**config.mk**
```make
export PLATFORM = sky130hd
export DESIGN_NAME = scm_clock_mode
export DESIGN_NICKNAME = d
export VERILOG_FILES = /design/src/hdl/scm_sync.v /design/src/hdl/scm_clock_mode.v
export VERILOG_INCLUDE_DIRS = /design/src /design/src/hdl
export SDC_FILE = /design/constraint.sdc
export NUM_CORES = 1
export LEC_CHECK = 0
export ABC_CLOCK_PERIOD_IN_PS = 5000
export BUFFER_PORTS_ARGS = -buffer_cell sky130_fd_sc_hd__buf_2
export CAP_MARGIN = 15
export CORE_AREA = 2 2 104 66
export DETAILED_ROUTE_END_ITERATION = 8
export DIE_AREA = 0 0 106 68
export MAX_ROUTING_LAYER = met4
export PLACE_DENSITY = 0.84
export SETUP_SLACK_MARGIN = 0.3
export SLEW_MARGIN = 20
export SYNTH_ARGS = -nofsm -noshare
export SYNTH_HDL_FRONTEND = slang
export SYNTH_HIERARCHICAL = 1
export SYNTH_SLANG_ARGS = --single-unit
```
**constraint.sdc**
```tcl
create_clock -name ref_clk_i -period 5 [get_ports ref_clk_i]
set_input_delay 1.25 -clock ref_clk_i [delete_from_list [all_inputs] [get_ports ref_clk_i]]
set_output_delay 1.25 -clock ref_clk_i [all_outputs]
set_load 0.1 [all_outputs]
```
**src/hdl/scm_defs.vh**
```
// Constants for the system clock and operating-mode block.
// Assumes it is included by bare name into each module that needs it.
// Contract
// - The fast clock comes only from the built-in 8MHz RC oscillator with no pins of its own.
// - The slow clock comes from the 32.768kHz crystal or the 32kHz RC oscillator.
// - Slow source select 0 picks the RC oscillator, 1 the crystal, and it resets to 0.
// - In fast mode the system clock is the fast clock divided by 1 up to 64.
// - Selector codes 000 to 110 divide by 1,2,4,8,16,32,64, code 111 picks the slow clock.
// - Codes 000 to 110 mean fast mode, 111 slow mode, and the CPU runs in both.
// - Moving the system clock to the slow source leaves the fast oscillator to its enable bit.
// - In slow mode the fast clock follows its enable bit while the slow clock keeps running.
// - There are six modes: fast, slow, sleep and three idle modes with the CPU stopped.
// - Halt picks sleep, idle-slow, idle-both or idle-fast from the two halt-keep bits.
// - In sleep the slow RC clock runs only while the watchdog is enabled.
// - After the crystal is enabled its clock is unusable until a start-up delay passes.
// - The crystal stable flag clears on enable and rises only once the crystal is stable.
// - An unused crystal releases its two pins to the pin-sharing logic.
`ifndef SCM_DEFS_VH
`define SCM_DEFS_VH

`define SCM_ADDR_W 2
`define SCM_DATA_W 8

`define SCM_OFF_SYSCTL 2'h0
`define SCM_OFF_FASTCTL 2'h1
`define SCM_OFF_XTALCTL 2'h2

`define SCM_BIT_SLOW_KEEP 0
`define SCM_BIT_FAST_KEEP 1
`define SCM_BIT_SRC_SEL 2
`define SCM_SEL_LSB 5
`define SCM_SEL_MSB 7
`define SCM_BIT_EN 0
`define SCM_BIT_STABLE 1

`define SCM_SEL_SLOW 3'h7
`define SCM_SEL_RST 3'h0
`define SCM_SRC_RC 1'h0
`define SCM_KEEP_RST 1'h0
`define SCM_FAST_EN_RST 1'h1
`define SCM_XTAL_EN_RST 1'h0

`define SCM_CNT_W 7
`define SCM_CNT_ONE 7'h01
`define SCM_RD_ZERO 8'h00

`endif

```
**src/hdl/scm_sync.v**
```verilog
// Two-flop synchroniser with change detect for one oscillator level.
// Assumes the oscillator is far slower than the sampling clock.
`timescale 1ns/1ps
`include "scm_defs.vh"

module scm_sync (
	input wire ref_clk_i,
	input wire rst_i,
	input wire ce_i,
	input wire async_i,
	output wire level_o,
	output wire edge_o
);

reg meta_q;
reg sync_q;
reg last_q;

// First stage feeds only the second stage
always @(posedge ref_clk_i) begin
	if (rst_i) begin
		meta_q <= 1'b0;
		sync_q <= 1'b0;
		last_q <= 1'b0;
	end else if (ce_i) begin
		meta_q <= async_i;
		sync_q <= meta_q;
		last_q <= sync_q;
	end
end

assign level_o = sync_q;
// Either edge counts as one half period
assign edge_o = ce_i & (sync_q ^ last_q);

endmodule // scm_sync

```
**src/hdl/scm_clock_mode.v**
```verilog
// System clock selection, divider and operating-mode control.
// Assumes oscillator outputs arrive as async levels and halt, wake
// and watchdog enable come from logic on ref_clk_i.
//
// Our own choices: the register addresses and the plain strobed port.
`timescale 1ns/1ps
`include "scm_defs.vh"

module scm_clock_mode #(
	parameter XTAL_START_EDGES = 1024,
	parameter FAST_START_EDGES = 16,
	parameter START_W = 11
) (
	input wire ref_clk_i,
	input wire rst_i,
	input wire ce_i,
	input wire [`SCM_ADDR_W-1:0] reg_addr_i,
	input wire [`SCM_DATA_W-1:0] reg_wdata_i,
	input wire reg_we_i,
	input wire reg_re_i,
	input wire fast_rc_clk_i,
	input wire slow_rc_clk_i,
	input wire slow_crystal_clk_i,
	input wire halt_i,
	input wire wake_i,
	input wire wdt_enable_i,
	output reg [`SCM_DATA_W-1:0] reg_rdata_o,
	output reg system_clock_o,
	output reg fast_clock_o,
	output reg slow_clock_o,
	output reg slow_rc_clock_o,
	output reg fast_rc_osc_en_o,
	output reg slow_rc_osc_en_o,
	output reg slow_crystal_osc_en_o,
	output reg crystal_pins_release_o,
	output reg cpu_run_o,
	output reg [5:0] mode_o
);

////////////////////////////////////////////////////////////////////////
// Mode states

localparam [5:0] ST_FAST = 6'h01;
localparam [5:0] ST_SLOW = 6'h02;
localparam [5:0] ST_SLEEP = 6'h04;
localparam [5:0] ST_IDLE_SLOW = 6'h08;
localparam [5:0] ST_IDLE_BOTH = 6'h10;
localparam [5:0] ST_IDLE_FAST = 6'h20;

localparam [START_W-1:0] START_ONE = {{(START_W-1){1'b0}}, 1'b1};
localparam [START_W-1:0] XTAL_LIM = XTAL_START_EDGES[START_W-1:0] - START_ONE;
localparam [START_W-1:0] FAST_LIM = FAST_START_EDGES[START_W-1:0] - START_ONE;

////////////////////////////////////////////////////////////////////////
// Helpers

// Half periods of the source per system clock half period
function [`SCM_CNT_W-1:0] half_lim;
	input [2:0] sel;
	begin
		if (sel == `SCM_SEL_SLOW)
			half_lim = `SCM_CNT_ONE;
		else
			half_lim = `SCM_CNT_ONE << sel;
	end
endfunction

// Edge of the source named by a selector and slow source choice
function pick_edge;
	input [2:0] sel;
	input src;
	input fe;
	input re;
	input xe;
	begin
		if (sel != `SCM_SEL_SLOW)
			pick_edge = fe;
		else if (src == `SCM_SRC_RC)
			pick_edge = re;
		else
			pick_edge = xe;
	end
endfunction

// Running state chosen by the selector
function [5:0] run_state;
	input [2:0] sel;
	begin
		if (sel == `SCM_SEL_SLOW)
			run_state = ST_SLOW;
		else
			run_state = ST_FAST;
	end
endfunction

////////////////////////////////////////////////////////////////////////
// Oscillator inputs

wire fast_lvl;
wire fast_edge;
wire rc_lvl;
wire rc_edge;
wire xtal_lvl;
wire xtal_edge;

scm_sync u_sync_fast (
	.ref_clk_i(ref_clk_i),
	.rst_i(rst_i),
	.ce_i(ce_i),
	.async_i(fast_rc_clk_i),
	.level_o(fast_lvl),
	.edge_o(fast_edge)
);

scm_sync u_sync_rc (
	.ref_clk_i(ref_clk_i),
	.rst_i(rst_i),
	.ce_i(ce_i),
	.async_i(slow_rc_clk_i),
	.level_o(rc_lvl),
	.edge_o(rc_edge)
);

scm_sync u_sync_xtal (
	.ref_clk_i(ref_clk_i),
	.rst_i(rst_i),
	.ce_i(ce_i),
	.async_i(slow_crystal_clk_i),
	.level_o(xtal_lvl),
	.edge_o(xtal_edge)
);

////////////////////////////////////////////////////////////////////////
// Control bits

reg [2:0] sel_q;
reg src_sel_q;
reg fast_keep_q;
reg slow_keep_q;
reg fast_en_q;
reg xtal_en_q;

wire wr_sys = reg_we_i && (reg_addr_i == `SCM_OFF_SYSCTL);
wire wr_fast = reg_we_i && (reg_addr_i == `SCM_OFF_FASTCTL);
wire wr_xtal = reg_we_i && (reg_addr_i == `SCM_OFF_XTALCTL);

always @(posedge ref_clk_i) begin
	if (rst_i) begin
		sel_q <= `SCM_SEL_RST;
		src_sel_q <= `SCM_SRC_RC;
		fast_keep_q <= `SCM_KEEP_RST;
		slow_keep_q <= `SCM_KEEP_RST;
		fast_en_q <= `SCM_FAST_EN_RST;
		xtal_en_q <= `SCM_XTAL_EN_RST;
	end else if (ce_i) begin
		if (wr_sys) begin
			sel_q <= reg_wdata_i[`SCM_SEL_MSB:`SCM_SEL_LSB];
			src_sel_q <= reg_wdata_i[`SCM_BIT_SRC_SEL];
			fast_keep_q <= reg_wdata_i[`SCM_BIT_FAST_KEEP];
			slow_keep_q <= reg_wdata_i[`SCM_BIT_SLOW_KEEP];
		end
		if (wr_fast)
			fast_en_q <= reg_wdata_i[`SCM_BIT_EN];
		if (wr_xtal)
			xtal_en_q <= reg_wdata_i[`SCM_BIT_EN];
	end
end

////////////////////////////////////////////////////////////////////////
// Operating mode

reg [5:0] state_q;
reg [5:0] state_d;

always @* begin
	state_d = state_q;
	case (state_q)
		ST_FAST, ST_SLOW: begin
			if (halt_i) begin
				case ({fast_keep_q, slow_keep_q})
					2'b00: state_d = ST_SLEEP;
					2'b01: state_d = ST_IDLE_SLOW;
					2'b11: state_d = ST_IDLE_BOTH;
					default: state_d = ST_IDLE_FAST;
				endcase
			end else begin
				state_d = run_state(sel_q);
			end
		end
		ST_SLEEP, ST_IDLE_SLOW, ST_IDLE_BOTH, ST_IDLE_FAST: begin
			if (wake_i)
				state_d = run_state(sel_q);
		end
		default: state_d = ST_FAST;
	endcase
end

// Which oscillators the present mode keeps alive
reg fast_on;
reg slow_on;
reg rc_on;

always @* begin
	fast_on = 1'b0;
	slow_on = 1'b0;
	rc_on = 1'b1;
	case (state_q)
		ST_FAST: begin
			fast_on = 1'b1;
			slow_on = 1'b1;
		end
		ST_SLOW: begin
			fast_on = fast_en_q;
			slow_on = 1'b1;
		end
		ST_IDLE_SLOW: slow_on = 1'b1;
		ST_IDLE_BOTH: begin
			fast_on = 1'b1;
			slow_on = 1'b1;
		end
		ST_IDLE_FAST: fast_on = 1'b1;
		ST_SLEEP: rc_on = wdt_enable_i;
		default: rc_on = 1'b1;
	endcase
end

////////////////////////////////////////////////////////////////////////
// Start-up tracking

reg [START_W-1:0] xtal_cnt_q;
reg xtal_ok_q;
reg [START_W-1:0] fast_cnt_q;
reg fast_ok_q;

// Crystal counts its own edges after enable; flag held low meanwhile
always @(posedge ref_clk_i) begin
	if (rst_i) begin
		xtal_cnt_q <= {START_W{1'b0}};
		xtal_ok_q <= 1'b0;
	end else if (ce_i) begin
		if (!xtal_en_q) begin
			xtal_cnt_q <= {START_W{1'b0}};
			xtal_ok_q <= 1'b0;
		end else if (!xtal_ok_q && xtal_edge) begin
			xtal_cnt_q <= xtal_cnt_q + START_ONE;
			xtal_ok_q <= (xtal_cnt_q == XTAL_LIM);
		end
	end
end

always @(posedge ref_clk_i) begin
	if (rst_i) begin
		fast_cnt_q <= {START_W{1'b0}};
		fast_ok_q <= 1'b0;
	end else if (ce_i) begin
		if (!fast_on) begin
			fast_cnt_q <= {START_W{1'b0}};
			fast_ok_q <= 1'b0;
		end else if (!fast_ok_q && fast_edge) begin
			fast_cnt_q <= fast_cnt_q + START_ONE;
			fast_ok_q <= (fast_cnt_q == FAST_LIM);
		end
	end
end

// Crystal only usable once stable
wire xtal_use = xtal_en_q & xtal_ok_q;
wire slow_lvl = (src_sel_q == `SCM_SRC_RC) ? rc_lvl : (xtal_lvl & xtal_use);
wire xtal_edge_ok = xtal_edge & xtal_use;

////////////////////////////////////////////////////////////////////////
// System clock generator

reg [2:0] act_sel_q;
reg act_src_q;
reg [`SCM_CNT_W-1:0] half_cnt_q;

wire req_edge = pick_edge(sel_q, src_sel_q, fast_edge, rc_edge, xtal_edge_ok);
wire act_edge = pick_edge(act_sel_q, act_src_q, fast_edge, rc_edge, xtal_edge_ok);
wire act_slow = (act_sel_q == `SCM_SEL_SLOW);
wire act_on = act_slow ? slow_on : fast_on;
wire pending = (sel_q != act_sel_q) ||
	((sel_q == `SCM_SEL_SLOW) && (src_sel_q != act_src_q));
wire [`SCM_CNT_W-1:0] cnt_next = half_cnt_q + `SCM_CNT_ONE;

// Switch only while low and on the new source's edge, so the first
// high phase is a full half period of the new source
always @(posedge ref_clk_i) begin
	if (rst_i) begin
		act_sel_q <= `SCM_SEL_RST;
		act_src_q <= `SCM_SRC_RC;
		half_cnt_q <= {`SCM_CNT_W{1'b0}};
		system_clock_o <= 1'b0;
	end else if (ce_i) begin
		if (pending && !system_clock_o && req_edge) begin
			act_sel_q <= sel_q;
			act_src_q <= src_sel_q;
			half_cnt_q <= {`SCM_CNT_W{1'b0}};
		end else if (act_edge && (act_on || system_clock_o)) begin
			// A stopping source finishes its high phase first
			if (cnt_next == half_lim(act_sel_q)) begin
				half_cnt_q <= {`SCM_CNT_W{1'b0}};
				system_clock_o <= ~system_clock_o;
			end else begin
				half_cnt_q <= cnt_next;
			end
		end
	end
end

////////////////////////////////////////////////////////////////////////
// Peripheral clocks, enables and mode outputs

always @(posedge ref_clk_i) begin
	if (rst_i) begin
		fast_clock_o <= 1'b0;
		slow_clock_o <= 1'b0;
		slow_rc_clock_o <= 1'b0;
		fast_rc_osc_en_o <= 1'b0;
		slow_rc_osc_en_o <= 1'b0;
		slow_crystal_osc_en_o <= 1'b0;
		crystal_pins_release_o <= 1'b1;
		cpu_run_o <= 1'b0;
		mode_o <= ST_FAST;
		state_q <= ST_FAST;
	end else if (ce_i) begin
		state_q <= state_d;
		mode_o <= state_d;
		cpu_run_o <= state_d[0] | state_d[1];
		fast_clock_o <= fast_lvl & fast_on;
		slow_clock_o <= slow_lvl & slow_on;
		slow_rc_clock_o <= rc_lvl & rc_on;
		fast_rc_osc_en_o <= fast_on;
		slow_rc_osc_en_o <= rc_on;
		slow_crystal_osc_en_o <= xtal_en_q;
		crystal_pins_release_o <= ~xtal_en_q;
	end
end

////////////////////////////////////////////////////////////////////////
// Register read port

always @(posedge ref_clk_i) begin
	if (rst_i) begin
		reg_rdata_o <= `SCM_RD_ZERO;
	end else if (ce_i) begin
		reg_rdata_o <= `SCM_RD_ZERO;
		if (reg_re_i) begin
			case (reg_addr_i)
				`SCM_OFF_SYSCTL: begin
					reg_rdata_o[`SCM_SEL_MSB:`SCM_SEL_LSB] <= sel_q;
					reg_rdata_o[`SCM_BIT_SRC_SEL] <= src_sel_q;
					reg_rdata_o[`SCM_BIT_FAST_KEEP] <= fast_keep_q;
					reg_rdata_o[`SCM_BIT_SLOW_KEEP] <= slow_keep_q;
				end
				`SCM_OFF_FASTCTL: begin
					reg_rdata_o[`SCM_BIT_EN] <= fast_en_q;
					reg_rdata_o[`SCM_BIT_STABLE] <= fast_ok_q;
				end
				`SCM_OFF_XTALCTL: begin
					reg_rdata_o[`SCM_BIT_EN] <= xtal_en_q;
					reg_rdata_o[`SCM_BIT_STABLE] <= xtal_ok_q;
				end
				default: reg_rdata_o <= `SCM_RD_ZERO;
			endcase
		end
	end
end

endmodule // scm_clock_mode

```
==> impl_metrics.csv, run 1 <==
group,metric,value,unit
sta,slew_viol_final,0,
floorplan,die_x,106,um
clock_tree,cts_made_buffers,9,
layout,n_fill_cell,544,
setup_path,cp-end-kind,"register",
routing,avgRoutedWirePerCell,14.8,um
clock_tree,clockBufferDepth,2,
setup_path,crit_family,"compound AO/OA/AOI/OAI gates",
synthesis,ys_seq_area_share,38.1,%
layout,multi_input_area,0.00218,mm^2
layout,fin_nets,519,
setup_path,cp.buffers_inverters,1,
setup_path,crit_chain,"buf_2, and2_2, and3_1, mux2i_1, o32ai_4, a221oi_2, nor2_1, o211ai_1, a21oi_1",
run,max_cap_violations,0,
layout,drive_gt1_share,14.6,%
sta,fmax,0.290,GHz
power,p_int,858,uW
synthesis,mappedNetlistArea,0.00384,mm^2
sta,period_minus_slack,3.45,ns
power,clock_power_share,38.8,%
power,ir_worst_vdd,0.185,mV
floorplan,die_height,68,um
power,cellPowerDensity,286,mW/mm^2
layout,seqCellArea,0.00146,mm^2
routing,vias_per_cell,5.74,
setup_path,cp.required,5.22,ns
placed_design,port_buffers,39,
setup_path,critPathMaxFanout,18,
synthesis,syn-instance-count,469,
layout,final_cell_mix,"73 x dfxtp_1, 67 x nor2_1, 56 x nand2_1, 39 x buf_2",
placed_design,place_area,0.00402,mm^2
synthesis,ys_ff_latch,73,
power,p_leak,0.00171,uW
floorplan,rows,23,
worst_hold_path,hold_class,"reg -> reg",
clock_tree,cts_setup_buffers,0,
layout,fin_area,0.00422,mm^2
routing,drtAntennaViolNets,0,
synthesis,synth_edf_count,0,
floorplan,core_area,0.00636,mm^2
clock_tree,clock-sinks,73,
global_route,grt_pass1_vias,3084,
setup_path,arrival,3.67,ns
placed_design,gp_congestion,0.886,
global_route,track_usage,26.3,%
sta,setup_viol,0,
power,p_sw_share,28.8,%
power,seqPwrFrac,50.1,%
clock_tree,insertion_delay,0.36,ns
global_route,grt_pass1_wl,14400,um
routing,drt_iter0_drc,169,
sta,tns,0,ns
clock_tree,clockRootBuffer,"clkbuf_8",
clock_tree,clk_transition_reported_paths,0.08,ns
layout,area_delta_synth_final,9.84,%
run_status,status,"finished clean",
layout,final_common_cell,"dfxtp_1",
synthesis,yosys_warnings,6,
clock_tree,cts_tree,"yes",
setup_path,crit_path_start_kind,"input pin",
routing,firstDrtPassIters,4,
routing,drc_errors,0,
global_route,overflow,0,
synthesis,synthFlopType,"dfxtp_1",
synthesis,synth_cell_types,57,
sta,tightest_slew,0.908,ns
floorplan,start_util,60.4,%
global_route,antenna_found_initial,0,
clock_tree,cts_hold_buf,0,
routing,wirelength,8690,um
setup_path,crit_slowest_cell,"a221oi_2",
sta,slew_headroom,39.5,%
sta,hold_viol,0,
sta,period_share,68.9,%
placed_design,dp_hpwl,6240,um
setup_path,path_class,"in -> reg",
synthesis,async_flop_share,0,%
synthesis,syn_avg_cell_area,8.18,um^2
clock_tree,cts_resized,0,
sta,rsz0062_at_grt,"false",
clock_tree,h-tree-depth,3,
setup_path,cp_slowest_stage_delay,0.82,ns
power,pwr-share-comb,11.2,%
floorplan,top_level_ports,44,
sta,skew,0.00626,ns
routing,num_vias,3371,
power,power_switching,347,uW
layout,antenna_cells,0,
global_route,grt_max_degree,51,
floorplan,fp.dieArea,0.00721,mm^2
## area by class of cell
class,instances,area share (%)
multi-input combinational,358,51.8
clock buffer,10,3.03
inverter,9,0.801
timing repair buffer,44,5.52
sequential,73,34.7
tap,87,2.58
clock inverter,6,1.60
## synth_stat cells (3+ instances only)
cell type / count / area [um^2]
a31oi_1: 3 / 18.8
clkbuf_1: 10 / 37.5
and2_2: 3 / 22.5
nand2_1: 56 / 210
inv_1: 9 / 33.8
xnor2_1: 6 / 52.6
and3_1: 7 / 43.8
nand4_1: 7 / 43.8
a21oi_1: 26 / 130
o211ai_1: 5 / 37.5
nor3b_1: 3 / 22.5
nor3_1: 16 / 80.1
a22oi_1: 8 / 60.1
nand3_2: 3 / 30.0
buf_1: 3 / 11.3
nand3_1: 24 / 120
nor2_1: 67 / 251
mux2i_1: 24 / 240
buf_4: 4 / 30.0
a21o_1: 3 / 22.5
and2_1: 4 / 25.0
o21ai_0: 15 / 75.1
ha_1: 3 / 37.5
nor2b_1: 6 / 37.5
xor2_1: 26 / 228
dfxtp_1: 73 / 1460
or4_1: 4 / 30.0
buf_2: 9 / 45.0
nand4b_1: 3 / 26.3
buf_6: 3 / 33.8
## cell families after synthesis
logic type | synth area share [%]
other | 0.0977
buffers and inverters | 5.12
muxes | 6.26
AOI/OAI and AO/OA | 14.3
adders and majority gates | 0.978
and+or+nand+nor | 27.9
xor gates and xnor gates | 7.30
DFF | 38.1
## sequential cells by signal (all words and copies together), names as in the netlist, 3 cells and up
name,flops
sel_q,3
act_sel_q,3
reg_rdata_o,6
fast_cnt_q,11
xtal_cnt_q,11
state_q,6
half_cnt_q,7
## per-stage QoR
stage	total power, uW	std cells	setup WS [ns]	utilization (%)	hold WS (ns)
2_1_floorplan	719	470	2.00	-	0.452
3_3_place_gp	747	571	1.28	63.2	0.441
3_5_place_dp	750	571	1.21	63.2	0.452
4_1_cts	1200	587	1.59	66.3	0.473
5_1_grt	1240	587	1.40	66.3	0.483
6_report	1210	587	1.55	66.3	0.465
## routing by layer
metal	track usage [%]	part of all wire, %	vias to the layer above
met1	32.8	46	1529
met5	-	0	-
met4	9.38	1.6	0
met2	41.1	44	132
met3	7.81	7.9	21
li1	-	-	1689
## final timing paths
check	startpoint	to	slack, ns	cells after the start
max	ce_i	half_cnt_q[6]$_SDFFE_PP0P_	1.55	9
min reg2reg	crystal_pins_release_o$_SDFFE_PP1P_	crystal_pins_release_o$_SDFFE_PP1P_	0.47	1
min	crystal_pins_release_o$_SDFFE_PP1P_	crystal_pins_release_o$_SDFFE_PP1P_	0.47	1
max reg2reg	u_sync_xtal/level_o$_SDFFE_PP0P_	half_cnt_q[6]$_SDFFE_PP0P_	2.20	9
## power by group through the flow
stage	clock network, uW	logic, uW	registers, uW
floorplan	0	69.4	650
global placement	0	130	616
detailed placement	0	133	617
CTS	467	134	603
global route	494	145	605
finish	467	135	603
(Power assumes the default switching activity.)
==> run 2, diff against run 1 <==
--- a/config.mk
+++ b/config.mk
@@ -6,14 +6,14 @@
 export SDC_FILE = /design/constraint.sdc
 export NUM_CORES = 1
 export LEC_CHECK = 0
-export ABC_CLOCK_PERIOD_IN_PS = 5000
+export ABC_CLOCK_PERIOD_IN_PS = 3300
 export BUFFER_PORTS_ARGS = -buffer_cell sky130_fd_sc_hd__buf_2
 export CAP_MARGIN = 15
-export CORE_AREA = 2 2 104 66
+export CORE_AREA = 2 2 109 69
 export DETAILED_ROUTE_END_ITERATION = 8
-export DIE_AREA = 0 0 106 68
+export DIE_AREA = 0 0 111 71
 export MAX_ROUTING_LAYER = met4
-export PLACE_DENSITY = 0.84
+export PLACE_DENSITY = 0.77
 export SETUP_SLACK_MARGIN = 0.3
 export SLEW_MARGIN = 20
 export SYNTH_ARGS = -nofsm -noshare
==> constraint.sdc (replaced) <==
create_clock -name ref_clk_i -period 3.3 [get_ports ref_clk_i]
set_input_delay 0.825 -clock ref_clk_i [delete_from_list [all_inputs] [get_ports ref_clk_i]]
set_output_delay 0.825 -clock ref_clk_i [all_outputs]
set_load 0.1 [all_outputs]
==> impl_metrics.csv, run 2 (same netlist as run 1, synthesis figures left out) <==
group,metric,value,unit
run_status,status,"finished clean",
routing,drt_iter0_drc,272,
sta,skew,0.00340,ns
routing,num_vias,3385,
global_route,overflow,0,
sta,hold_viol,0,
floorplan,rows,24,
layout,fin_nets,522,
layout,antenna_cells,0,
sta,slew_viol_final,0,
power,power_switching,515,uW
floorplan,top_level_ports,44,
floorplan,die_x,111,um
layout,multi_input_area,0.00218,mm^2
floorplan,start_util,55.3,%
setup_path,crit_path_start_kind,"register",
routing,met3_length,614,um
layout,seqCellArea,0.00146,mm^2
sta,rsz0062_at_grt,"false",
placed_design,dp_hpwl,6290,um
layout,n_fill_cell,594,
layout,fin_cells,593,
clock_tree,cts_hold_buf,0,
routing,highest_layer,"met4",
power,p_int,1530,uW
sta,tightest_slew,0.709,ns
setup_path,r2r-start,"half_cnt_q[0]$_SDFFE_PP0P_",
clock_tree,cts_setup_buffers,0,
sta,tns,0,ns
clock_tree,insertion_delay,0.33,ns
routing,firstDrtPassIters,4,
clock_tree,cts_resized,0,
clock_tree,h-tree-depth,3,
power,pwr-share-comb,10.1,%
run,max_cap_violations,0,
power,cellPowerDensity,473,mW/mm^2
placed_design,dp.cells,578,
setup_path,critPathMaxFanout,10,
global_route,track_usage,24.5,%
floorplan,core_area,0.00694,mm^2
routing,met2_length,3750,um
clock_tree,cts_tree,"yes",
routing,wirelength,8750,um
power,clock_power_share,45.1,%
setup_path,arrival,2.95,ns
clock_tree,clockRootBuffer,"clkbuf_16",
global_route,grt_pass1_wl,14900,um
routing,drtAntennaViolNets,0,
routing,wl_met1,4290,um
layout,area_delta_synth_final,12.7,%
power,p_leak,0.00176,uW
layout,largestRegisters,"fast_cnt_q (11), xtal_cnt_q (11), half_cnt_q (7)",
sta,slew_headroom,52.1,%
clock_tree,clk_transition_reported_paths,0.05,ns
sta,fmax,0.371,GHz
placed_design,gp_congestion,0.847,
routing,avgRoutedWirePerCell,14.8,um
clock_tree,clock-sinks,73,
worst_hold_path,hold_class,"reg -> reg",
global_route,antenna_found_initial,0,
power,seqPwrFrac,44.8,%
setup_path,cp-end-kind,"register",
sta,setup_viol,0,
floorplan,die_height,71,um
layout,final_common_cell,"dfxtp_1",
global_route,grt_pass1_vias,3174,
setup_path,path_class,"reg -> reg",
routing,vias_per_cell,5.71,
power,p_sw_share,25.2,%
layout,final_cell_mix,"73 x dfxtp_1, 67 x nor2_1, 56 x nand2_1, 39 x buf_2",
clock_tree,cts_made_buffers,9,
layout,drive_gt1_share,14.5,%
global_route,grt_max_degree,49,
routing,drc_errors,0,
setup_path,crit_start,"half_cnt_q[0]$_SDFFE_PP0P_",
sta,period_minus_slack,2.69,ns
power,ir_worst_vdd,0.330,mV
setup_path,cp.required,3.56,ns
clock_tree,clockBufferDepth,2,
floorplan,fp.dieArea,0.00788,mm^2
placed_design,port_buffers,39,
worst_hold_path,min_from,"slow_clock_o$_SDFFE_PP0P_",
sta,period_share,81.6,%
[run 2: cell types whose count changed in the layout (fill, tap and decap cells not counted)]
cell	before	now
clkbuf_1	1	3
clkbuf_8	9	0
inv_6	1	0
clkinv_4	1	0
buf_4	5	8
clkbuf_16	0	9
clkinvlp_4	2	1
[run 2: layer usage]
layer	vias up	track usage, %
met5	-	-
met4	0	8.89
met3	8	7.11
met2	105	36.8
met1	1577	31.8
li1	1695	-
[run 2: final timing paths]
kind / endpoint / slack (ns) / depth (start not counted)
worst max register to register: system_clock_o$_SDFFE_PP0P_ / 0.61 / 8
worst max-delay path: system_clock_o$_SDFFE_PP0P_ / 0.61 / 8
worst min register to register: slow_clock_o$_SDFFE_PP0P_ / 0.46 / 2
worst min-delay path: slow_clock_o$_SDFFE_PP0P_ / 0.46 / 2
[run 2: power by group through the flow]
stage	sequential, uW	combinational [uW]	clock, uW
after floorplan	985	105	0
after global placement	933	202	0
after detailed placement	935	205	0
after CTS	916	207	947
after global routing	918	221	981
final	916	207	922
[run 2: per-stage QoR]
step | hold WS [ns] | cell area (um^2) | setup WS [ns] | total power (uW) | utilization (%)
after floorplan | 0.452 | 3840 | 0.625 | 1090 | -
after global placement | 0.439 | 4050 | 0.513 | 1130 | 58.4
after detailed placement | 0.447 | 4050 | 0.451 | 1140 | 58.4
after CTS | 0.460 | 4330 | 0.654 | 2070 | 62.4
after global routing | 0.481 | 4330 | 0.427 | 2120 | 62.4
final | 0.464 | 4330 | 0.606 | 2050 | 62.4
[run 2: final cells by class]
cell class	instances	share of cell area, %
tap	91	2.63
timing repair buffer	47	5.90
multi-input combinational	358	50.5
inverter	9	0.781
clock buffer	12	5.46
sequential	73	33.8
clock inverter	3	0.983
[run 2: worst max-delay path, cell delays in order, from the launching register on]
cell and delay (ns):
dfxtp_1 0.54, ha_1 0.32, nand3_2 0.13, o21ai_2 0.23, nand2_1 0.09, o31a_1 0.28, a211o_1 0.43, or4_1 0.44
a21oi_1 0.15
